File: src/hw/port_regs_defs.svh
// Function
// writing one to power bit turns slot off
// power bit zero drives slot powered on
// enable bit gates link-active change notification
// link status bit 29 shows link active
// attention press latches, cleared by write one
// power fault latches, write one clears
// latch sensor change flag, read only
// presence change latches, write one clears
// command completion latches, write one clears
// latch sensor state shown live
// presence state; reads one without slot (code does so on downstream ports only; upstream reads the pin)
// link-active change latches, write one clears
// latency reporting advertised, enable bit writable
// flush/fill hint field writable, resets zero
// de-emphasis bit read only, port-type reset
// error header id, version, next pointer
// uncorrectable events latch, write one clears
// poisoned packet received or generated latches
// malformed, crc, unsupported, access violation latch
// masked errors not logged nor reported
// severity bits select fatal or non-fatal
// reserved fields read zero, ignore writes
`ifndef PORT_REGS_DEFS_SVH
`define PORT_REGS_DEFS_SVH
`define ADR_LINK_STS   12'h0D0
`define ADR_SLOT       12'h0D8
`define ADR_DEV_CAP2   12'h0E4
`define ADR_DEV_CTL2   12'h0E8
`define ADR_LINK_CAP2  12'h0EC
`define ADR_LINK_CTL2  12'h0F0
`define ADR_SLOT_CAP2  12'h0F4
`define ADR_SLOT_CTL2  12'h0F8
`define ADR_AER_HDR    12'h100
`define ADR_UE_STS     12'h104
`define ADR_UE_MASK    12'h108
`define ADR_UE_SEV     12'h10C
`define LINK_ACT_BIT   29
`define SLOT_W1C_MASK  16'h011B
`define DEV_CAP2_VAL   32'h00000800
`define AER_HDR_VAL    32'h14010001
`define UE_IMPL_MASK   32'h003FF011
`define UE_SEV_RESET   32'h00062011
`define UE_POISON_BIT  12
`define LCTL2_RW_MASK  16'h1FBF
`define LCTL2_RESET    16'h0002
`define RESP_OKAY      2'h0
`define RESP_SLVERR    2'h2
`endif

File: src/hw/port_regs_pkg.sv
package port_regs_pkg;
    // upper slot control bits held by this bank
    typedef struct packed {
        logic dll_notify_en;  // bit 12
        logic em_lock;        // bit 11
        logic power_off;      // bit 10
    } slot_ctl_t;
    // writable device control 2 fields
    typedef struct packed {
        logic [1:0] obff;     // bits 14:13
        logic       ltr_en;   // bit 10
    } dev_ctl2_t;
endpackage

File: src/hw/pcie_port_slot_aer_regs.sv
// Chosen here: register access over AXI4-Lite.
`timescale 1ns/1ps
`include "port_regs_defs.svh"
module pcie_port_slot_aer_regs (
    input  wire logic        aclk,                     // port clock
    input  wire logic        aresetn,                  // sync reset, low
    input  wire logic [11:0] awaddr,                   // write address
    input  wire logic        awvalid,                  // write addr valid
    output logic             awready,                  // write addr ready
    input  wire logic [31:0] wdata,                    // write data
    input  wire logic [3:0]  wstrb,                    // byte enables
    input  wire logic        wvalid,                   // write data valid
    output logic             wready,                   // write data ready
    output logic [1:0]       bresp,                    // write response
    output logic             bvalid,                   // response valid
    input  wire logic        bready,                   // response ready
    input  wire logic [11:0] araddr,                   // read address
    input  wire logic        arvalid,                  // read addr valid
    output logic             arready,                  // read addr ready
    output logic [31:0]      rdata,                    // read data
    output logic [1:0]       rresp,                    // read response
    output logic             rvalid,                   // read data valid
    input  wire logic        rready,                   // read data ready
    input  wire logic        attn_button_pin,          // button pressed
    input  wire logic        power_fault_pin,          // power fault
    input  wire logic        mrl_open_pin,             // latch opened
    input  wire logic        card_present_pin,         // card in slot
    input  wire logic        command_done,             // hp command pulse
    input  wire logic        link_layer_active_state,  // link active
    input  wire logic        port_is_downstream,       // port type
    input  wire logic        slot_implemented,         // slot present
    input  wire logic [31:0] err_events,               // error pulses
    input  wire logic        poisoned_rx,              // poisoned in
    input  wire logic        poisoned_gen,             // poisoned out
    output logic             slot_power_off,           // power ctl off
    output logic             electromech_lock_control, // lock control
    output logic             dll_change_notify,        // notify pulse
    output logic             ltr_enable,               // latency enable
    output logic [1:0]       obff_enable,              // hint method
    output logic             autonomous_speed_disable, // speed ctl
    output logic             err_fatal_msg,            // fatal report
    output logic             err_nonfatal_msg,         // non-fatal report
    output logic             header_log_capture        // log capture
);

    // bus handshake state
    logic        aw_got_ff, w_got_ff, bvalid_ff, awready_ff, wready_ff;
    logic        arready_ff, rvalid_ff;
    logic [11:0] waddr_ff;          // aligned write address
    logic [31:0] wdata_ff;          // held write data
    logic [3:0]  wstrb_ff;          // held byte enables
    logic [1:0]  bresp_ff, rresp_ff;
    logic [31:0] rdata_ff;
    logic        nxt_aw_got, nxt_w_got, nxt_bvalid, nxt_rvalid;
    logic        do_write;          // both halves held, commit now
    logic [31:0] wbits;             // byte enables as bit mask
    logic [31:0] rd_word;           // read mux result
    // register state
    port_regs_pkg::slot_ctl_t slot_ctl_ff;
    port_regs_pkg::dev_ctl2_t dev_ctl2_ff;
    logic [15:0] slot_sts_ff;       // slot status, bits 31:16
    logic [15:0] link_ctl2_ff;      // link control 2 store
    logic [31:0] ue_sts_ff, ue_mask_ff, ue_sev_ff;
    logic        link_act_ff;       // last link active value
    logic        ds_ff, slot_impl_ff;
    logic        notify_ff, fatal_ff, nonfatal_ff, log_ff;
    // pin synchronisers: attn, fault, mrl, presence
    logic [3:0]  hp_s1_ff, hp_s2_ff, hp_d_ff;
    logic [15:0] slot_set;          // hardware set terms
    logic [31:0] ue_ev;             // implemented error events
    logic [31:0] ue_live;           // unmasked error events
    logic        dll_chg;           // link active changed
    logic        presence_rd;       // presence bit as read

    // expand byte enables to a bit mask
    function automatic logic [31:0] strb_bits(input logic [3:0] s);
        strb_bits = {{8{s[3]}}, {8{s[2]}}, {8{s[1]}}, {8{s[0]}}};
    endfunction

    // true for every word this bank answers
    function automatic logic is_mapped(input logic [11:0] a);
        case (a)
            `ADR_LINK_STS, `ADR_SLOT, `ADR_DEV_CAP2, `ADR_DEV_CTL2,
            `ADR_LINK_CAP2, `ADR_LINK_CTL2, `ADR_SLOT_CAP2,
            `ADR_SLOT_CTL2, `ADR_AER_HDR, `ADR_UE_STS, `ADR_UE_MASK,
            `ADR_UE_SEV: is_mapped = 1'b1;
            default:     is_mapped = 1'b0;
        endcase
    endfunction

    // merge writable bits under byte enables
    function automatic logic [31:0] merge(input logic [31:0] old,
                                          input logic [31:0] rw);
        merge = (old & ~(rw & wbits)) | (wdata_ff & rw & wbits);
    endfunction

    assign wbits    = strb_bits(wstrb_ff);
    assign do_write = aw_got_ff & w_got_ff & ~bvalid_ff;

    // next-state of write and read channels
    always_comb begin
        nxt_aw_got = aw_got_ff ? ~do_write : (awvalid & awready_ff);
        nxt_w_got  = w_got_ff ? ~do_write : (wvalid & wready_ff);
        nxt_bvalid = do_write | (bvalid_ff & ~bready);
        nxt_rvalid = (arvalid & arready_ff) | (rvalid_ff & ~rready);
    end

    // write address and data capture, either order
    always_ff @(posedge aclk) begin
        if (!aresetn) begin
            aw_got_ff  <= 1'b0;
            w_got_ff   <= 1'b0;
            awready_ff <= 1'b0;
            wready_ff  <= 1'b0;
            waddr_ff   <= 12'h000;
            wdata_ff   <= 32'h00000000;
            wstrb_ff   <= 4'h0;
        end else begin
            aw_got_ff  <= nxt_aw_got;
            w_got_ff   <= nxt_w_got;
            awready_ff <= ~nxt_aw_got & ~nxt_bvalid;
            wready_ff  <= ~nxt_w_got & ~nxt_bvalid;
            if (awvalid && awready_ff) begin
                waddr_ff <= {awaddr[11:2], 2'h0};
            end
            if (wvalid && wready_ff) begin
                wdata_ff <= wdata;
                wstrb_ff <= wstrb;
            end
        end
    end

    // write response, error for unmapped words
    always_ff @(posedge aclk) begin
        if (!aresetn) begin
            bvalid_ff <= 1'b0;
            bresp_ff  <= `RESP_OKAY;
        end else begin
            bvalid_ff <= nxt_bvalid;
            if (do_write) begin
                bresp_ff <= is_mapped(waddr_ff) ? `RESP_OKAY : `RESP_SLVERR;
            end
        end
    end

    // read mux; unlisted bits read zero
    always_comb begin
        rd_word = 32'h00000000;
        case ({araddr[11:2], 2'h0})
            `ADR_LINK_STS: rd_word[`LINK_ACT_BIT] = link_act_ff;
            `ADR_SLOT: rd_word = {slot_sts_ff | {9'h000, presence_rd,
                                  hp_d_ff[2], 5'h00},
                                  3'h0, slot_ctl_ff, 10'h000};
            `ADR_DEV_CAP2: rd_word = `DEV_CAP2_VAL;
            `ADR_DEV_CTL2: rd_word = {17'h00000, dev_ctl2_ff.obff, 2'h0,
                                      dev_ctl2_ff.ltr_en, 10'h000};
            `ADR_LINK_CTL2: rd_word = {15'h0000, ds_ff, link_ctl2_ff[15:7],
                                       ds_ff, link_ctl2_ff[5:0]};
            `ADR_AER_HDR: rd_word = `AER_HDR_VAL;
            `ADR_UE_STS:  rd_word = ue_sts_ff;
            `ADR_UE_MASK: rd_word = ue_mask_ff;
            `ADR_UE_SEV:  rd_word = ue_sev_ff;
            default:      rd_word = 32'h00000000;
        endcase
    end

    // read channel: data captured at address handshake
    always_ff @(posedge aclk) begin
        if (!aresetn) begin
            arready_ff <= 1'b0;
            rvalid_ff  <= 1'b0;
            rdata_ff   <= 32'h00000000;
            rresp_ff   <= `RESP_OKAY;
        end else begin
            arready_ff <= ~nxt_rvalid;
            rvalid_ff  <= nxt_rvalid;
            if (arvalid && arready_ff) begin
                rdata_ff <= rd_word;
                rresp_ff <= is_mapped({araddr[11:2], 2'h0}) ?
                            `RESP_OKAY : `RESP_SLVERR;
            end
        end
    end

    // hot-plug pins pass two flops, third stage for edges
    always_ff @(posedge aclk) begin
        if (!aresetn) begin
            hp_s1_ff <= 4'h0;
            hp_s2_ff <= 4'h0;
            hp_d_ff  <= 4'h0;
        end else begin
            hp_s1_ff <= {card_present_pin, mrl_open_pin,
                         power_fault_pin, attn_button_pin};
            hp_s2_ff <= hp_s1_ff;
            hp_d_ff  <= hp_s2_ff;
        end
    end

    // static port straps and link active history
    always_ff @(posedge aclk) begin
        if (!aresetn) begin
            ds_ff        <= 1'b0;
            slot_impl_ff <= 1'b0;
            link_act_ff  <= 1'b0;
        end else begin
            ds_ff        <= port_is_downstream;
            slot_impl_ff <= slot_implemented;
            link_act_ff  <= link_layer_active_state;
        end
    end

    assign dll_chg     = link_layer_active_state ^ link_act_ff;
    // no slot on a downstream port: presence reads one
    assign presence_rd = (ds_ff & ~slot_impl_ff) | hp_d_ff[3];
    assign slot_set = {7'h00, dll_chg,
                       3'h0, command_done,
                       hp_s2_ff[3] ^ hp_d_ff[3],
                       hp_s2_ff[2] ^ hp_d_ff[2],
                       hp_s2_ff[1] & ~hp_d_ff[1],
                       hp_s2_ff[0] & ~hp_d_ff[0]};

    // slot status flags: set wins over write-one clear
    always_ff @(posedge aclk) begin
        if (!aresetn) begin
            slot_sts_ff <= 16'h0000;
        end else if (do_write && waddr_ff == `ADR_SLOT) begin
            slot_sts_ff <= (slot_sts_ff & ~(wdata_ff[31:16] &
                           wbits[31:16] & `SLOT_W1C_MASK)) | slot_set;
        end else begin
            slot_sts_ff <= slot_sts_ff | slot_set;
        end
    end

    // upper slot control bits
    always_ff @(posedge aclk) begin
        if (!aresetn) begin
            slot_ctl_ff <= '0;
        end else if (do_write && waddr_ff == `ADR_SLOT && wstrb_ff[1]) begin
            slot_ctl_ff <= wdata_ff[12:10];
        end
    end

    // device control 2 and link control 2 writable fields
    always_ff @(posedge aclk) begin
        if (!aresetn) begin
            dev_ctl2_ff  <= '0;
            link_ctl2_ff <= `LCTL2_RESET;
        end else if (do_write) begin
            if (waddr_ff == `ADR_DEV_CTL2) begin
                if (wstrb_ff[1]) begin
                    dev_ctl2_ff.ltr_en <= wdata_ff[10];
                    dev_ctl2_ff.obff   <= wdata_ff[14:13];
                end
            end
            if (waddr_ff == `ADR_LINK_CTL2) begin
                link_ctl2_ff <= 16'(merge({16'h0000, link_ctl2_ff},
                                {16'h0000, `LCTL2_RW_MASK}));
            end
        end
    end

    // implemented events; poisoned seen either way
    assign ue_ev = (err_events | ({31'h00000000, poisoned_rx | poisoned_gen}
                    << `UE_POISON_BIT)) & `UE_IMPL_MASK;
    assign ue_live = ue_ev & ~ue_mask_ff;

    // error status: set wins over write-one clear
    always_ff @(posedge aclk) begin
        if (!aresetn) begin
            ue_sts_ff <= 32'h00000000;
        end else if (do_write && waddr_ff == `ADR_UE_STS) begin
            ue_sts_ff <= (ue_sts_ff & ~(wdata_ff & wbits)) | ue_ev;
        end else begin
            ue_sts_ff <= ue_sts_ff | ue_ev;
        end
    end

    // error mask and severity
    always_ff @(posedge aclk) begin
        if (!aresetn) begin
            ue_mask_ff <= 32'h00000000;
            ue_sev_ff  <= `UE_SEV_RESET;
        end else if (do_write) begin
            if (waddr_ff == `ADR_UE_MASK) begin
                ue_mask_ff <= merge(ue_mask_ff, `UE_IMPL_MASK);
            end
            if (waddr_ff == `ADR_UE_SEV) begin
                ue_sev_ff <= merge(ue_sev_ff, `UE_IMPL_MASK);
            end
        end
    end

    // report pulses toward the message and log logic
    always_ff @(posedge aclk) begin
        if (!aresetn) begin
            notify_ff   <= 1'b0;
            fatal_ff    <= 1'b0;
            nonfatal_ff <= 1'b0;
            log_ff      <= 1'b0;
        end else begin
            notify_ff   <= dll_chg & slot_ctl_ff.dll_notify_en;
            fatal_ff    <= |(ue_live & ue_sev_ff);
            nonfatal_ff <= |(ue_live & ~ue_sev_ff);
            log_ff      <= |ue_live;
        end
    end

    assign awready   = awready_ff;
    assign wready    = wready_ff;
    assign bvalid    = bvalid_ff;
    assign bresp     = bresp_ff;
    assign arready   = arready_ff;
    assign rvalid    = rvalid_ff;
    assign rdata     = rdata_ff;
    assign rresp     = rresp_ff;
    assign slot_power_off           = slot_ctl_ff.power_off;
    assign electromech_lock_control = slot_ctl_ff.em_lock;
    assign dll_change_notify        = notify_ff;
    assign ltr_enable               = dev_ctl2_ff.ltr_en;
    assign obff_enable              = dev_ctl2_ff.obff;
    assign autonomous_speed_disable = link_ctl2_ff[5];
    assign err_fatal_msg            = fatal_ff;
    assign err_nonfatal_msg         = nonfatal_ff;
    assign header_log_capture       = log_ff;
endmodule // pcie_port_slot_aer_regs

File: config.mk
export PLATFORM = sky130hd
export DESIGN_NAME = pcie_port_slot_aer_regs
export DESIGN_NICKNAME = d
export VERILOG_FILES = /design/src/hw/port_regs_pkg.sv /design/src/hw/pcie_port_slot_aer_regs.sv
export VERILOG_INCLUDE_DIRS = /design/src /design/src/hw
export SDC_FILE = /design/constraint.sdc
export NUM_CORES = 1
export LEC_CHECK = 0
export BUFFER_PORTS_ARGS = -buffer_cell sky130_fd_sc_hd__buf_2
export CORE_MARGIN = 4
export CORE_UTILIZATION = 49
export DETAILED_ROUTE_END_ITERATION = 8
export PLACE_DENSITY = 0.73
export SLEW_MARGIN = 40
export SYNTH_ARGS = -nofsm -noshare
export SYNTH_HDL_FRONTEND = slang
export SYNTH_SLANG_ARGS = --single-unit
File: constraint.sdc
create_clock -name aclk -period 2.9 [get_ports aclk]
set_input_delay 0 -clock aclk [delete_from_list [all_inputs] [get_ports aclk]]
set_output_delay 0 -clock aclk [all_outputs]
set_load 0.05 [all_outputs]
Word level (Yosys, flattened, before mapping). Index checks and enable logic that the tools add are counted.

Equality and inequality tests: 24. Mux-type cells: 15. Reductions and logical operators: 15. Bitwise logic cells: 58.

Operators with widths (count): 29-bit one-hot mux with 8 select lines (1); 32-bit bitwise AND (6); 10-bit by 6-bit == test with 1-bit output, second input constant (16); 32-bit inverter (3); 32-bit OR reduction (3); 10-bit by 7-bit == test with 1-bit output, second input constant (8); 22-bit by 32-bit bitwise AND with 32-bit output (2); 32-bit by 22-bit bitwise OR with 32-bit output (2); 32-bit bitwise OR (2); 16-bit bitwise AND (2); 32-bit two-way mux (1); 22-bit inverter with 32-bit output (1); 16-bit by 9-bit bitwise OR with 16-bit output (2); 12-bit OR reduction (2); 22-bit by 13-bit bitwise OR with 22-bit output (1); 13-bit by 16-bit bitwise AND with 16-bit output (1); 16-bit two-way mux (1); 13-bit inverter with 16-bit output (1); 9-bit inverter with 16-bit output (1); 16-bit bitwise OR (1); 16-bit by 7-bit bitwise OR with 16-bit output (1); 1-bit bitwise AND (13); 1-bit inverter (11); 9-bit bitwise AND (1); other kinds (9) (29).

Register bits after elaboration: 242. Bits of input ports: 109. Logic and storage cells: 145.

Logic depth before layout (Yosys ltp).
Depth after elaboration: 6. Gate-level depth with buffers: 7. Gate-level depth less buffers: 5.

Worst setup path before layout. OpenSTA, ideal clock, no wires.

Path kind: register to register. Start point: register bvalid_ff, in the netlist bvalid. End point: register slot_ctl_ff (netlist bit slot_power_off). Stages on the path, launching flop included: 7. Buffers on the path: 1. Slack: 780 ps. Arrival: 1993 ps. Cell sequence: dfxtp_1 -> nand3b_4 -> or3b_1 -> or4_1 -> buf_2 -> mux2i_1 -> nor2_1.

Word-level cells in the longest chain between the ends: 4.

RTL lines: start: declaration (RTL line pcie_port_slot_aer_regs.sv:47) `logic aw_got_ff, w_got_ff, bvalid_ff, awready_ff, wready_ff;`; start signal: assignment (RTL line pcie_port_slot_aer_regs.sv:139) `bvalid_ff <= nxt_bvalid;`; 1-bit inverter (RTL line pcie_port_slot_aer_regs.sv:98) `assign do_write = aw_got_ff & w_got_ff & ~bvalid_ff;`; 1-bit bitwise AND (RTL line pcie_port_slot_aer_regs.sv:98); 1-bit logical AND (no line); 1-bit logical AND (RTL line pcie_port_slot_aer_regs.sv:238) `` end else if (do_write && waddr_ff == `ADR_SLOT && wstrb_ff[1]) begin ``; end signal: assignment (RTL line pcie_port_slot_aer_regs.sv:239) `slot_ctl_ff <= wdata_ff[12:10];`; end: declaration (RTL line pcie_port_slot_aer_regs.sv:59) `port_regs_pkg::slot_ctl_t slot_ctl_ff;`.

Every way passes these cells. A chain may end at the register's enable or synchronous reset.

Worst setup path after layout.
Start point: register waddr_ff[4]. End point: register ue_sts_ff[12].

Word-level cells in the longest chain between the ends: 3.

RTL lines: start: declaration (RTL line pcie_port_slot_aer_regs.sv:49) `logic [11:0] waddr_ff;`; start signal: assignment (RTL line pcie_port_slot_aer_regs.sv:124) `waddr_ff <= {awaddr[11:2], 2'h0};`; 10-bit by 7-bit == test with 1-bit output; 1-bit logical AND (no line); 32-bit two-way mux (RTL line pcie_port_slot_aer_regs.sv:271) `` end else if (do_write && waddr_ff == `ADR_UE_STS) begin ``; end signal: assignment (RTL line pcie_port_slot_aer_regs.sv:272) `ue_sts_ff <= (ue_sts_ff & ~(wdata_ff & wbits)) | ue_ev;`; end signal: assignment (RTL line pcie_port_slot_aer_regs.sv:274) `ue_sts_ff <= ue_sts_ff | ue_ev;`; end: declaration (RTL line pcie_port_slot_aer_regs.sv:63) `logic [31:0] ue_sts_ff, ue_mask_ff, ue_sev_ff;`.

Every way passes these cells.

==> run metrics <==
Most used DFF post-synth dfxtp_1; CP bufs+invs 1; sequential share of the synthesized area 49.4%; Hold Path Class input port to flip-flop; crit-path leading delay family simple AND/OR/NAND/NOR gates; Distinct cells, synth 67; via/cell ratio 5.51; Setup TNS Final 0 ps; r2r startpoint waddr_ff[4]; clk_lat worst skew 430 ps; Design Power 5460 uW; worst reg-to-reg path cell count 6; post-route cell area 9620 um^2; post-route DRC violation count 0; critical path launch point waddr_ff[4]; worst-path maximum fanout 8; Placed Cells incl. Taps 1,165; P&R area growth vs syn 27.7%; Worst Max-Slew Pin Slew 771 ps; Clock transition at path regs 70 ps; Routed Antenna Nets 0; global route total overflow 0; Synth Register Bits 186; outcome complete, no violations; Crit. End Element flip-flop; worst relative slew slack 48.2%; Synth area leader dfxtp_1; critical path endpoint ue_sts_ff[12]; maximum VDD drop 0.425 mV; max-cap viol count 0; CP Depth 6; ys async rst share 0%; final-stage net count 1,175; postcts setup bufs 0; share of the synthesized area in the top cell type 49.4%; Clk pwr share 42.5%; row count 45; Worst path slowest cell dlygate4sd3_1; internal power 4120 uW; Sink Count 186; yosys warns 0; leakage power 0.00399 uW; share of cells above drive strength 1 17.8%; global-route wire length before repair 34.8 mm; placed cell area 8320 um^2; Sequential Power Share 49.0%; DRT Wirelength 21.8 mm; Post-DP HPWL 14.4 mm; crit share post-route 91.6%; Inserted Diodes 0; Crit path largest cell delay 570 ps; skew final 8.85 ps; crit-path cells nor4_1, and4_1, nor2b_1, and2_1, a31oi_1, dlygate4sd3_1; die area 17,400 um^2; die span in x 132 um; final hold vios 0; Reg2Reg Capture Point ue_sts_ff[12]; Gate power share 8.5%; net switching power 1340 uW; chip height 132 um; Setup CP Type flip-flop to flip-flop; mapped cell area 7530 um^2; FF-to-FF setup slack 240 ps; Num CTS Buffers 17; CP Data Required Time 3210 ps; routed via count 6,978; number of H-tree levels 4; GPL Wtd Cong 0.932; pre-CTS WS 797 ps; GRT Total Usage 24.7%; mean post-synth cell area 8.54 um^2; Synth area leaders dfxtp_1, nand2_1, mux2i_1; Layout fillers 1,330; RSZ-0062 raised after global routing false; PD cells 568 nW/um^2; I/O pins 160; Net Sw Frac 24.5%; non-filler instance count after layout 1,266; core area 15,100 um^2; vias in the first global route 6,724; fmax 376 MHz; largest net degree at the start of global routing 93; Final Max Slew Viols 0; TritonCTS clock tree done; CTS root buf clkbuf_16; Post-Synthesis Cells 882; Data arrival, critical path 2970 ps; min Tclk post-route 2660 ps; CP Launch Type flip-flop; Port Buf Inserts 133; initial antenna violation count 0; 1st-iter DRT viols 654; post-DR wirelength/cell 17.3 um; initial core utilization 49.7%; PostCTS Resize Cnt 0; Setup WS post-layout 243 ps; Post-synth EDFFs 0; clock buffer depth 2; Setup violations, final 0; Pre-antenna DRT Iters 5
-- worst min path at each step --
stage	slack (ps)	to	start	cells after the start
after global routing	110	waddr_ff[10]	awvalid	4
after CTS	80	waddr_ff[7]	awvalid	4
after detailed placement	210	hp_s1_ff[2]	mrl_open_pin	2
after global placement	210	hp_s1_ff[1]	power_fault_pin	2
after floorplan	120	link_act_ff	link_layer_active_state	1
final	90	waddr_ff[7]	awvalid	4
-- cell usage in the layout (no fill, tap or decap), types with 8 or more instances in the layout --
cell type,Yosys,routed
mux2i_1,46,46
dfxtp_1,186,186
nand2_1,179,178
a21oi_1,87,87
a22oi_1,10,10
inv_1,25,25
nand2b_1,17,17
buf_4,3,15
a32oi_1,11,11
dlygate4sd3_1,0,70
nor2_1,46,46
o2bb2ai_1,8,8
buf_2,8,133
a31oi_1,16,16
o21ai_0,46,46
nor3_1,16,16
nand3_1,25,25
and2_1,39,39
clkbuf_16,0,17
-- final cells by class --
cell class	instances	area, um^2	area share [%]
sequential	186	3720	38.7
clock buffer	20	447	4.64
timing repair buffer	219	1490	15.5
inverter	26	98.8	1.03
tap	188	235	2.45
multi-input combinational	616	3480	36.2
clock inverter	11	139	1.44
-- cell families after synthesis --
kind of cell	after synthesis	synth area share, %
other cells	1	0.0498
mux	47	6.26
flops	186	49.4
xor+xnor	4	0.465
compound gates	206	16.6
buf+inv	81	4.42
simple gates	357	22.8
-- cells in the mapped netlist, types with 2 or more instances --
library cell  instances
a211oi_1              4
a21boi_0              2
a21oi_1              87
a22oi_1              10
a2bb2oi_1             2
a31oi_1              16
a32oi_1              11
and2_1               39
and3_1                2
buf_1                 4
buf_2                 8
buf_4                 3
clkbuf_1             39
dfxtp_1             186
inv_1                25
mux2i_1              46
nand2_1             179
nand2b_1             17
nand3_1              25
nand3b_1              4
nor2_1               46
nor2b_1               4
nor3_1               16
nor4_1                2
nor4_2                2
o21ai_0              46
o221ai_1              2
o22ai_1               3
o2bb2ai_1             8
or3_1                 4
or4_1                 2
xnor2_1               3
-- routing by layer --
| layer | GRT usage [%] | up-vias | part of all wire [%] |
|---|---|---|---|
| met2 | 38.9 | 265 | 46 |
| met4 | 8.75 | 0 | 2.3 |
| met3 | 5.11 | 37 | 6.1 |
| met5 | 0 | - | 0 |
| li1 | - | 3402 | - |
| met1 | 33.8 | 3274 | 46 |
-- power groups by stage --
stage                     clock network (uW)  logic [uW]  registers, uW
after floorplan                            0         213           2750
after global placement                     0         377           2730
after detailed placement                   0         382           2730
after CTS                               2350         456           2680
after global routing                    2450         508           2690
final                                   2320         463           2680
-- stage by stage --
stage | hold WS, ps | utilization, %
5_1_grt | 113 | 63.5
2_1_floorplan | 122 | -
6_report | 87.8 | 63.5
3_5_place_dp | 209 | 55.0
4_1_cts | 83.5 | 63.4
3_3_place_gp | 213 | 55.0
-- timing repair --
| item | in CTS | in global routing |
|---|---|---|
| endpoints found under the hold margin | 73 | 0 |
| hold buffers | 70 | 0 |
| setup endpoints to repair | 0 | 0 |
-- worst reg2reg max path, delay by kind of cell, from the launching register on --
family / cells / cell delay [ps]
and+or+nand+nor: 4 / 1470
buffers and inverters: 1 / 570
DFF: 1 / 360
AOI/OAI and AO/OA: 1 / 150
(Power assumes the default switching activity.)
